===== config.mk =====
export PLATFORM = sky130hd
export DESIGN_NAME = isa_bridge_target_flat
export DESIGN_NICKNAME = d
export VERILOG_FILES = /design/src/logic/bridge_pkg.sv /design/src/logic/pci_bus_if.sv /design/src/logic/isa_bridge_target.sv /design/src/flat_wrapper.sv
export SDC_FILE = /design/constraint.sdc
export NUM_CORES = 1
export LEC_CHECK = 0
export ABC_AREA = 1
export BUFFER_PORTS_ARGS = -buffer_cell sky130_fd_sc_hd__buf_4
export CORE_UTILIZATION = 29
export DETAILED_ROUTE_END_ITERATION = 6
export HOLD_SLACK_MARGIN = 0.06
export PLACE_DENSITY_LB_ADDON = 0.08
export SETUP_SLACK_MARGIN = 0.4
export SLEW_MARGIN = 20
export SYNTH_ARGS = -nofsm -noshare
export SYNTH_HDL_FRONTEND = slang
export SYNTH_SLANG_ARGS = --single-unit

===== constraint.sdc =====
create_clock -name clock -period 1.8 [get_ports clock]
set_clock_uncertainty 0.2 [all_clocks]
set_input_delay 0.45 -clock clock [delete_from_list [all_inputs] [get_ports clock]]
set_output_delay 0.45 -clock clock [all_outputs]
set_load 0.01 [all_outputs]

===== src/logic/bridge_pkg.sv =====
// Shared constants and types for the PCI side and the ISA bus clock divisors of the ISA bridge.
package bridge_pkg;
   localparam logic [3:0] cmd_io_rd      = 4'h2;
   localparam logic [3:0] cmd_io_wr      = 4'h3;
   localparam logic [3:0] cmd_mem_rd     = 4'h6;
   localparam logic [3:0] cmd_mem_wr     = 4'h7;
   localparam logic [3:0] cmd_cfg_rd     = 4'ha;
   localparam logic [3:0] cmd_cfg_wr     = 4'hb;
   // Slow decode slot: devsel asserted when the decode count reaches this, four clocks after address.
   localparam logic [1:0] slow_slot      = 2'h2;
   // Subtractive slot: one clock after slow decode.
   localparam logic [1:0] sub_slot       = 2'h3;
   localparam logic [1:0] isa_div_three  = 2'h2;
   localparam logic [1:0] isa_div_four   = 2'h3;
   // Clocks of wait before target ready is given.
   localparam logic [3:0] data_wait      = 4'h2;
   localparam logic [31:0] read_default  = 32'hffffffff;
   localparam int         clk_mhz        = 40;
   typedef enum logic [2:0] {
      t_idle, t_decode, t_data, t_turn
   } tgt_state_t;
   typedef enum logic [2:0] {
      m_idle, m_addr, m_data, m_last, m_turn
   } mst_state_t;
endpackage


===== src/logic/pci_bus_if.sv =====
// Interface joining the bridge target and the host-side initiator.
`timescale 1ns/1ps
interface pci_bus_if;
   logic [31:0] ad_in,    ad_out_t,   ad_out_m;
   logic        ad_oe_t,  ad_oe_m;
   logic [3:0]  cbe_b_in, cbe_b_out;
   logic        cbe_oe;
   logic        frame_b_in, frame_b_out, frame_oe;
   logic        irdy_b_in,  irdy_b_out,  irdy_oe;
   logic        trdy_b_in,  trdy_b_out,  trdy_oe;
   logic        stop_b_in,  stop_b_out,  stop_oe;
   logic        devsel_b_in, devsel_b_out, devsel_oe;
   logic        par_in, par_out_t, par_out_m, par_oe_t, par_oe_m;
   logic        serr_b_in, serr_oe_t, serr_oe_m;
   logic        other_claim_b;
   logic        idsel;
   logic        host_isa_cycle_hint;
   modport target (
      input  ad_in, cbe_b_in, frame_b_in, irdy_b_in, par_in, serr_b_in,
      input  idsel, host_isa_cycle_hint, other_claim_b,
      output ad_out_t, ad_oe_t, trdy_b_out, trdy_oe, stop_b_out, stop_oe,
      output devsel_b_out, devsel_oe, par_out_t, par_oe_t, serr_oe_t
   );
   modport initiator (
      input  ad_in, trdy_b_in, stop_b_in, devsel_b_in, par_in, serr_b_in,
      output ad_out_m, ad_oe_m, cbe_b_out, cbe_oe, frame_b_out, frame_oe,
      output irdy_b_out, irdy_oe, par_out_m, par_oe_m, serr_oe_m,
      output idsel, host_isa_cycle_hint
   );
endinterface


===== src/logic/isa_bridge_target.sv =====
// Bridge end: PCI target with subtractive decode, parity and clocks.
`timescale 1ns/1ps
module isa_bridge_target (
   input  wire logic    clock,
   input  wire logic    rst_b,
   input  wire logic    clk_en,
   pci_bus_if.target    bus,
   input  wire logic    isolate_b,
   input  wire logic    isa_div_sel,
   input  wire logic    strap_in,
   output logic         strap_pull_down,
   output logic         isa_bus_clock,
   output logic         isa_outputs_oe,
   output logic         pclk_out,
   output logic         decoder_enabled,
   input  wire logic    parity_err_in,
   output logic         claimed_cfg,
   output logic [3:0]   claimed_cmd,
   output logic [31:0]  claimed_addr
);
   // Even parity of the 36 lines driven in one phase.
   function automatic logic even_par(input logic [31:0] d,
                                     input logic [3:0] c);
      even_par = ^{d, c};
   endfunction

   bridge_pkg::tgt_state_t st_r, st_nxt;
   logic [1:0]  slot_r, slot_nxt;
   logic [3:0]  wait_r, wait_nxt;
   logic        rd_r, rd_nxt, cfg_r, cfg_nxt;
   logic [3:0]  cmd_r, cmd_nxt;
   logic [31:0] addr_r, addr_nxt;
   logic        devsel_r, devsel_nxt, trdy_r, trdy_nxt, stop_r, stop_nxt;
   logic        adoe_r, adoe_nxt, paroe_r, paroe_nxt, par_r, par_nxt;
   logic [31:0] ad_r, ad_nxt;
   logic        serr_r, serr_nxt;
   logic        dec_en_r, dec_en_nxt, in_reset_r;
   logic [1:0]  div_r, div_nxt;
   logic        isa_clk_r, isa_clk_nxt, pclk_r;
   logic        isa_oe_r, isa_oe_nxt;
   logic        frame_start, last_phase;

   // An address phase is frame falling while the bus is idle.
   assign frame_start = !bus.frame_b_in && (st_r == bridge_pkg::t_idle);
   assign last_phase  = bus.frame_b_in;

   // Target state machine; the combinational half holds all decisions.
   always_comb begin
      st_nxt = st_r;
      slot_nxt = slot_r;
      wait_nxt = wait_r;
      rd_nxt = rd_r;
      cfg_nxt = cfg_r;
      cmd_nxt = cmd_r;
      addr_nxt = addr_r;
      devsel_nxt = devsel_r;
      trdy_nxt = 1'b1;
      stop_nxt = 1'b1;
      adoe_nxt = adoe_r;
      ad_nxt = ad_r;
      paroe_nxt = adoe_r; // Parity trails its data by one clock.
      par_nxt = even_par(ad_r, bus.cbe_b_in);
      case (st_r)
         bridge_pkg::t_idle: begin
            devsel_nxt = 1'b1;
            adoe_nxt = 1'b0;
            if (frame_start) begin
               addr_nxt = bus.ad_in;
               cmd_nxt = bus.cbe_b_in;
               cfg_nxt = (bus.cbe_b_in[3:1] == bridge_pkg::cmd_cfg_rd[3:1]);
               rd_nxt = !bus.cbe_b_in[0];
               slot_nxt = 2'h0;
               st_nxt = bridge_pkg::t_decode;
            end
         end
         bridge_pkg::t_decode: begin
            slot_nxt = slot_r + 2'h1;
            if (cfg_r && bus.idsel && slot_r == 2'h0) begin
               devsel_nxt = 1'b0;
            end else if (!cfg_r && dec_en_r && bus.host_isa_cycle_hint &&
                         bus.other_claim_b &&
                         slot_r == bridge_pkg::slow_slot) begin
               devsel_nxt = 1'b0;
            end
            if (!devsel_nxt) begin
               wait_nxt = bridge_pkg::data_wait;
               st_nxt = bridge_pkg::t_data;
               adoe_nxt = rd_r;
               ad_nxt = bridge_pkg::read_default;
            end else if (!bus.other_claim_b ||
                         slot_r == bridge_pkg::sub_slot) begin
               st_nxt = bridge_pkg::t_turn; // Another agent or nobody.
            end
         end
         bridge_pkg::t_data: begin
            if (wait_r != 4'h0) begin
               wait_nxt = wait_r - 4'h1;
            end else begin
               trdy_nxt = 1'b0;
               stop_nxt = !cfg_r ? 1'b0 : 1'b1;
            end
            if (!trdy_r && !bus.irdy_b_in) begin
               if (last_phase) begin
                  st_nxt = bridge_pkg::t_turn;
                  devsel_nxt = 1'b1;
                  adoe_nxt = 1'b0;
                  trdy_nxt = 1'b1;
                  stop_nxt = 1'b1;
               end else begin
                  wait_nxt = bridge_pkg::data_wait;
                  trdy_nxt = 1'b1;
               end
            end
         end
         bridge_pkg::t_turn: begin
            devsel_nxt = 1'b1;
            adoe_nxt = 1'b0;
            if (bus.frame_b_in && bus.irdy_b_in) begin
               st_nxt = bridge_pkg::t_idle;
            end
         end
         default: st_nxt = bridge_pkg::t_idle;
      endcase
      serr_nxt = parity_err_in; // Registered copy of the fault input, one clock later.
   end

   // Clock divider for the ISA bus clock, strap capture and ISA enable.
   always_comb begin
      isa_oe_nxt = isolate_b;
      dec_en_nxt = dec_en_r;
      if (in_reset_r) begin
         dec_en_nxt = !strap_in;
      end
      isa_clk_nxt = isa_clk_r;
      if (div_r == (isa_div_sel ? bridge_pkg::isa_div_four
                                : bridge_pkg::isa_div_three)) begin
         div_nxt = 2'h0;
      end else begin
         div_nxt = div_r + 2'h1;
      end
      if (div_r == 2'h0) begin
         isa_clk_nxt = 1'b1;
      end else if (div_r == 2'h1 + {1'b0, isa_div_sel}) begin
         isa_clk_nxt = 1'b0;
      end
   end

   // Registers; reset is synchronous and the enable freezes everything.
   always_ff @(posedge clock) begin
      if (!rst_b) begin
         st_r <= bridge_pkg::t_idle;
         slot_r <= 2'h0;
         wait_r <= 4'h0;
         rd_r <= 1'b0;
         cfg_r <= 1'b0;
         cmd_r <= 4'h0;
         addr_r <= 32'h0;
         devsel_r <= 1'b1;
         trdy_r <= 1'b1;
         stop_r <= 1'b1;
         adoe_r <= 1'b0;
         ad_r <= 32'h0;
         paroe_r <= 1'b0;
         par_r <= 1'b0;
         serr_r <= 1'b0;
         in_reset_r <= 1'b1;
         dec_en_r <= 1'b1;
         div_r <= 2'h0;
         isa_clk_r <= 1'b0;
         pclk_r <= 1'b0;
         isa_oe_r <= 1'b0;
      end else if (clk_en) begin
         st_r <= st_nxt;
         slot_r <= slot_nxt;
         wait_r <= wait_nxt;
         rd_r <= rd_nxt;
         cfg_r <= cfg_nxt;
         cmd_r <= cmd_nxt;
         addr_r <= addr_nxt;
         devsel_r <= devsel_nxt;
         trdy_r <= trdy_nxt;
         stop_r <= stop_nxt;
         adoe_r <= adoe_nxt;
         ad_r <= ad_nxt;
         paroe_r <= paroe_nxt;
         par_r <= par_nxt;
         serr_r <= serr_nxt;
         in_reset_r <= 1'b0;
         dec_en_r <= dec_en_nxt;
         div_r <= div_nxt;
         isa_clk_r <= isa_clk_nxt;
         pclk_r <= ~pclk_r;
         isa_oe_r <= isa_oe_nxt;
      end
   end

   // While isolated every enable is forced off.
   always_comb begin
      bus.ad_out_t = ad_r;
      bus.ad_oe_t = adoe_r && isolate_b;
      bus.devsel_b_out = devsel_r;
      bus.trdy_b_out = trdy_r;
      bus.stop_b_out = stop_r;
      // Strobes are driven only while claimed, so a cycle that another
      // agent takes never meets a second driver on them.
      bus.devsel_oe = (st_r == bridge_pkg::t_data) && isolate_b;
      bus.trdy_oe = bus.devsel_oe;
      bus.stop_oe = bus.devsel_oe;
      bus.par_out_t = par_r;
      bus.par_oe_t = paroe_r && isolate_b;
      bus.serr_oe_t = serr_r && isolate_b;
   end

   // Pin outputs; the clock copy runs at half rate as a divided stand-in.
   assign strap_pull_down = in_reset_r;
   assign isa_bus_clock = isa_clk_r;
   assign isa_outputs_oe = isa_oe_r;
   assign pclk_out = pclk_r;
   assign decoder_enabled = dec_en_r;
   assign claimed_cfg = cfg_r;
   assign claimed_cmd = cmd_r;
   assign claimed_addr = addr_r;
   // Operating rate is fixed at the top of the allowed range.
endmodule


===== src/flat_wrapper.sv =====
// flat-port wrapper written by rule: the top's interface ports become plain ports
module isa_bridge_target_flat 
  (clock, rst_b, clk_en, isolate_b, isa_div_sel, strap_in, strap_pull_down, isa_bus_clock, isa_outputs_oe, pclk_out, decoder_enabled, parity_err_in, claimed_cfg, claimed_cmd, claimed_addr, bus_ad_in, bus_cbe_b_in, bus_frame_b_in, bus_irdy_b_in, bus_par_in, bus_serr_b_in, bus_idsel, bus_host_isa_cycle_hint, bus_other_claim_b, bus_ad_out_t, bus_ad_oe_t, bus_trdy_b_out, bus_trdy_oe, bus_stop_b_out, bus_stop_oe, bus_devsel_b_out, bus_devsel_oe, bus_par_out_t, bus_par_oe_t, bus_serr_oe_t);
  pci_bus_if bus_i ();
  input  wire logic clock;
  input  wire logic rst_b;
  input  wire logic clk_en;
  input  wire logic isolate_b;
  input  wire logic isa_div_sel;
  input  wire logic strap_in;
  output logic strap_pull_down;
  output logic isa_bus_clock;
  output logic isa_outputs_oe;
  output logic pclk_out;
  output logic decoder_enabled;
  input  wire logic parity_err_in;
  output logic claimed_cfg;
  output logic [3:0] claimed_cmd;
  output logic [31:0] claimed_addr;
  input wire logic [$bits(bus_i.ad_in)-1:0] bus_ad_in;
  input wire logic [$bits(bus_i.cbe_b_in)-1:0] bus_cbe_b_in;
  input wire logic [$bits(bus_i.frame_b_in)-1:0] bus_frame_b_in;
  input wire logic [$bits(bus_i.irdy_b_in)-1:0] bus_irdy_b_in;
  input wire logic [$bits(bus_i.par_in)-1:0] bus_par_in;
  input wire logic [$bits(bus_i.serr_b_in)-1:0] bus_serr_b_in;
  input wire logic [$bits(bus_i.idsel)-1:0] bus_idsel;
  input wire logic [$bits(bus_i.host_isa_cycle_hint)-1:0] bus_host_isa_cycle_hint;
  input wire logic [$bits(bus_i.other_claim_b)-1:0] bus_other_claim_b;
  output wire logic [$bits(bus_i.ad_out_t)-1:0] bus_ad_out_t;
  output wire logic [$bits(bus_i.ad_oe_t)-1:0] bus_ad_oe_t;
  output wire logic [$bits(bus_i.trdy_b_out)-1:0] bus_trdy_b_out;
  output wire logic [$bits(bus_i.trdy_oe)-1:0] bus_trdy_oe;
  output wire logic [$bits(bus_i.stop_b_out)-1:0] bus_stop_b_out;
  output wire logic [$bits(bus_i.stop_oe)-1:0] bus_stop_oe;
  output wire logic [$bits(bus_i.devsel_b_out)-1:0] bus_devsel_b_out;
  output wire logic [$bits(bus_i.devsel_oe)-1:0] bus_devsel_oe;
  output wire logic [$bits(bus_i.par_out_t)-1:0] bus_par_out_t;
  output wire logic [$bits(bus_i.par_oe_t)-1:0] bus_par_oe_t;
  output wire logic [$bits(bus_i.serr_oe_t)-1:0] bus_serr_oe_t;
  assign bus_i.ad_in = bus_ad_in;
  assign bus_i.cbe_b_in = bus_cbe_b_in;
  assign bus_i.frame_b_in = bus_frame_b_in;
  assign bus_i.irdy_b_in = bus_irdy_b_in;
  assign bus_i.par_in = bus_par_in;
  assign bus_i.serr_b_in = bus_serr_b_in;
  assign bus_i.idsel = bus_idsel;
  assign bus_i.host_isa_cycle_hint = bus_host_isa_cycle_hint;
  assign bus_i.other_claim_b = bus_other_claim_b;
  assign bus_ad_out_t = bus_i.ad_out_t;
  assign bus_ad_oe_t = bus_i.ad_oe_t;
  assign bus_trdy_b_out = bus_i.trdy_b_out;
  assign bus_trdy_oe = bus_i.trdy_oe;
  assign bus_stop_b_out = bus_i.stop_b_out;
  assign bus_stop_oe = bus_i.stop_oe;
  assign bus_devsel_b_out = bus_i.devsel_b_out;
  assign bus_devsel_oe = bus_i.devsel_oe;
  assign bus_par_out_t = bus_i.par_out_t;
  assign bus_par_oe_t = bus_i.par_oe_t;
  assign bus_serr_oe_t = bus_i.serr_oe_t;
  isa_bridge_target u_core (.clock(clock), .rst_b(rst_b), .clk_en(clk_en), .bus(bus_i), .isolate_b(isolate_b), .isa_div_sel(isa_div_sel), .strap_in(strap_in), .strap_pull_down(strap_pull_down), .isa_bus_clock(isa_bus_clock), .isa_outputs_oe(isa_outputs_oe), .pclk_out(pclk_out), .decoder_enabled(decoder_enabled), .parity_err_in(parity_err_in), .claimed_cfg(claimed_cfg), .claimed_cmd(claimed_cmd), .claimed_addr(claimed_addr));
endmodule

==> reports/results.tsv <==
stage	metric	value	unit
critical_path	worst path arrival time	1.12	ns
floorplanning	Die Area	10200	sq um
floorplanning	Die Width	101	microns
cts	Num CTS Buffers	9	
routing	DR iter-0 viols	84	
timing	fmax	567	MHz
routing	drt total wl	10100	microns
finish	# diodes	0	
place	Post-DP Area	3780	sq um
cts	clk buf depth	2	
finish	commonest cells after routing, fill and taps aside	buf_6 (91), buf_4 (87), nor2_1 (57)	
place	Final HPWL DP	5260	microns
logic_synthesis	cell taking the most area after synthesis	dfxtp_1	
critical_path	Worst Path Max Fanout	8	
critical_path	Data required, critical path	1.15	ns
timing	final hold vios	0	
cts	H-tree levels	3	
power_and_ir_drop	Pleak	0.00257	uW
floorplanning	I/O Pins	134	
logic_synthesis	Mapped Avg Cell Area	7.44	sq um
logic_synthesis	Cell Area, Synth	2840	sq um
timing	Rel. slew slack	0.762	
finish	Net count, final	611	
floorplanning	Die Ht	101	microns
power_and_ir_drop	peak supply drop	492	uV
logic_synthesis	sequential fraction of the synthesis area	0.431	
timing	period utilisation layout	0.981	
run_status	status	finished clean	
cts	Clock Pin Slew Worst Setup and Hold Paths	0.08	ns
power_and_ir_drop	PwrDens	705	nW/um^2
floorplanning	Rows	35	
finish	layout cells sized above 1	0.727	
routing	DRT Pass-1 Iters	4	
routing	Via density	4.44	
floorplanning	CORE AREA	9370	sq um
timing	minimum clock period	1.77	ns
routing	DR vias	3048	
worst_hold_path	Hold/Removal Path Class	in -> reg	
logic_synthesis	synth warn	0	
logic_synthesis	syn nets	440	
cts	clock sink count	61	
grt	initial antenna violation count	0	
logic_synthesis	post-synthesis instance total	381	
finish	design area	5890	sq um
finish	final core occ	0.629	
grt	number of global-route vias before repair	2849	
finish	most common cell after layout, fill and taps aside	buf_6	
cts	CTS tree	built	
place	DP Worst Slack	0.147	ns
flow_run	Max-Cap Viols	0	
timing	Slew @ Worst Pin	0.357	ns
routing	Routed WL per cell	14.7	microns
floorplanning	Initial Utilization	0.303	
timing	Slew Limit Fails	0	
critical_path	CP Launch Type	flip-flop	
routing	DRC	0	
grt	GRT Overall Usage	0.187	
finish	area growth from synthesis to layout	108	%
grt	first-pass GRT wire length	14500	microns
cts	root buffer cell	clkbuf_8	
logic_synthesis	largest cells by area after synthesis	dfxtp_1 (43%), nor2_1 (12%), buf_4 (9.3%)	
timing	final setup violation count	0	
grt	largest net degree at the start of global routing	35	
timing	setup ws final	0.0349	ns
logic_synthesis	post-synth top area share	0.431	
logic_synthesis	count of different cell masters after synthesis	26	
timing	Min Hold Slack	0.109	ns
timing	RSZ-0062 raised after global routing	yes	
logic_synthesis	#FFs+latches synth	61	
place	GPL Wtd Cong	0.765	
cts	later-pin clock latency in the skew report	0.34	ns
grt	grt ovf	0	
place	IO Port Bufs	131	
critical_path	critical setup path kind	reg -> out	
critical_path	Setup crit end kind	primary output	
routing	Post-DRT Antenna Nets	0	
==> worst max-delay path, cell delays in order (launching register included) <==
cell	delay, ns
dfxtp_4	0.39
buf_12	0.13
buf_16	0.13
buf_6	0.12
==> metrics by stage <==
step	cells	TNS [ns]	power, uW
floorplan	381	0	1960
CTS	666	0	3930
global placement	599	0	2270
global route	686	-0.0404	4360
finish	686	0	4160
detailed placement	599	0	2270
==> routing by layer <==
layer / routed length (microns) / vias to the layer above / global-route usage / part of all wire
met3: 560 / 11 / 0.0520 / 0.055
met1: 4130 / 1425 / 0.221 / 0.41
li1: - / 1536 / - / -
met4: 101 / 0 / 0.0591 / 0.010
met2: 5320 / 76 / 0.327 / 0.53
met5: 0 / - / 0 / 0
==> cells in the mapped netlist, drive strengths merged <==
library cell,instances
nor2,94
xnor2,3
o311ai,1
clkbuf,5
nor3,3
xor2,1
ha,9
nand4,2
o21ai,50
nand2,39
a22oi,1
o211ai,2
buf,43
nand3,12
a21oi,19
dfxtp,61
inv,35
a211oi,1
==> kinds of logic (layout without fill, tap and decap cells) <==
kind of cell	count (synthesis)	after routing	synth area share
simple gates	150	150	0.214
buf+inv	83	259	0.163
compound gates	74	74	0.141
flops	61	61	0.431
fa+ha+maj	9	9	0.0397
xor+xnor	4	4	0.0124
==> path summary, 6_finish.rpt <==
| kind | startpoint | slack, ns | to | depth (start not counted) |
|---|---|---|---|---|
| max | u_core.bus.ad_out_t[0] | 0.03 | bus_ad_out_t[7] | 3 |
| min | bus_ad_in[16] | 0.11 | u_core.claimed_addr[16] | 3 |
| min reg2reg | u_core.isa_bus_clock | 0.25 | u_core.isa_bus_clock | 2 |
| max reg2reg | u_core.st_r[0] | 0.06 | u_core.claimed_addr[11] | 11 |
==> cell type report <==
| type | instances | area (sq um) |
|---|---|---|
| Tap cell | 129 | 161 |
| Sequential cell | 61 | 1310 |
| Clock buffer | 9 | 124 |
| Timing Repair Buffer | 203 | 2230 |
| Inverter | 35 | 163 |
| Timing Repair inverter | 5 | 88.8 |
| Multi-Input combinational cell | 237 | 1750 |
| Clock inverter | 7 | 66.3 |
| Fill cell | 832 | 3480 |
==> where the power goes <==
group	switching [uW]	internal [uW]	total [uW]
sequential	89.3	1480	1570
clock	589	632	1220
combinational	634	737	1370
total	1310	2840	4160
==> sequential cells by signal (all words and copies together), names as in the netlist <==
signal	count
u_core.bus.devsel_b_out	1
u_core.slot_r	2
u_core.st_r	2
u_core.bus.par_out_t	1
u_core.paroe_r	1
u_core.claimed_addr	32
u_core.rd_r	1
u_core.isa_outputs_oe	1
u_core.bus.ad_out_t	1
u_core.decoder_enabled	1
u_core.bus.trdy_b_out	1
u_core.claimed_cfg	1
u_core.strap_pull_down	1
u_core.wait_r	4
u_core.bus.stop_b_out	1
u_core.claimed_cmd	4
u_core.serr_r	1
u_core.div_r	2
u_core.pclk_out	1
u_core.adoe_r	1
u_core.isa_bus_clock	1
==> repair_timing <==
action | CTS | global route
resized for setup | 225 | 144
buffers inserted | 39 | 17
hold buffers | 0 | 0
setup endpoints to repair | 135 | 135
cloned | 12 | 3
pin swaps | 16 | 49
Power figures use the tool's default switching activity.
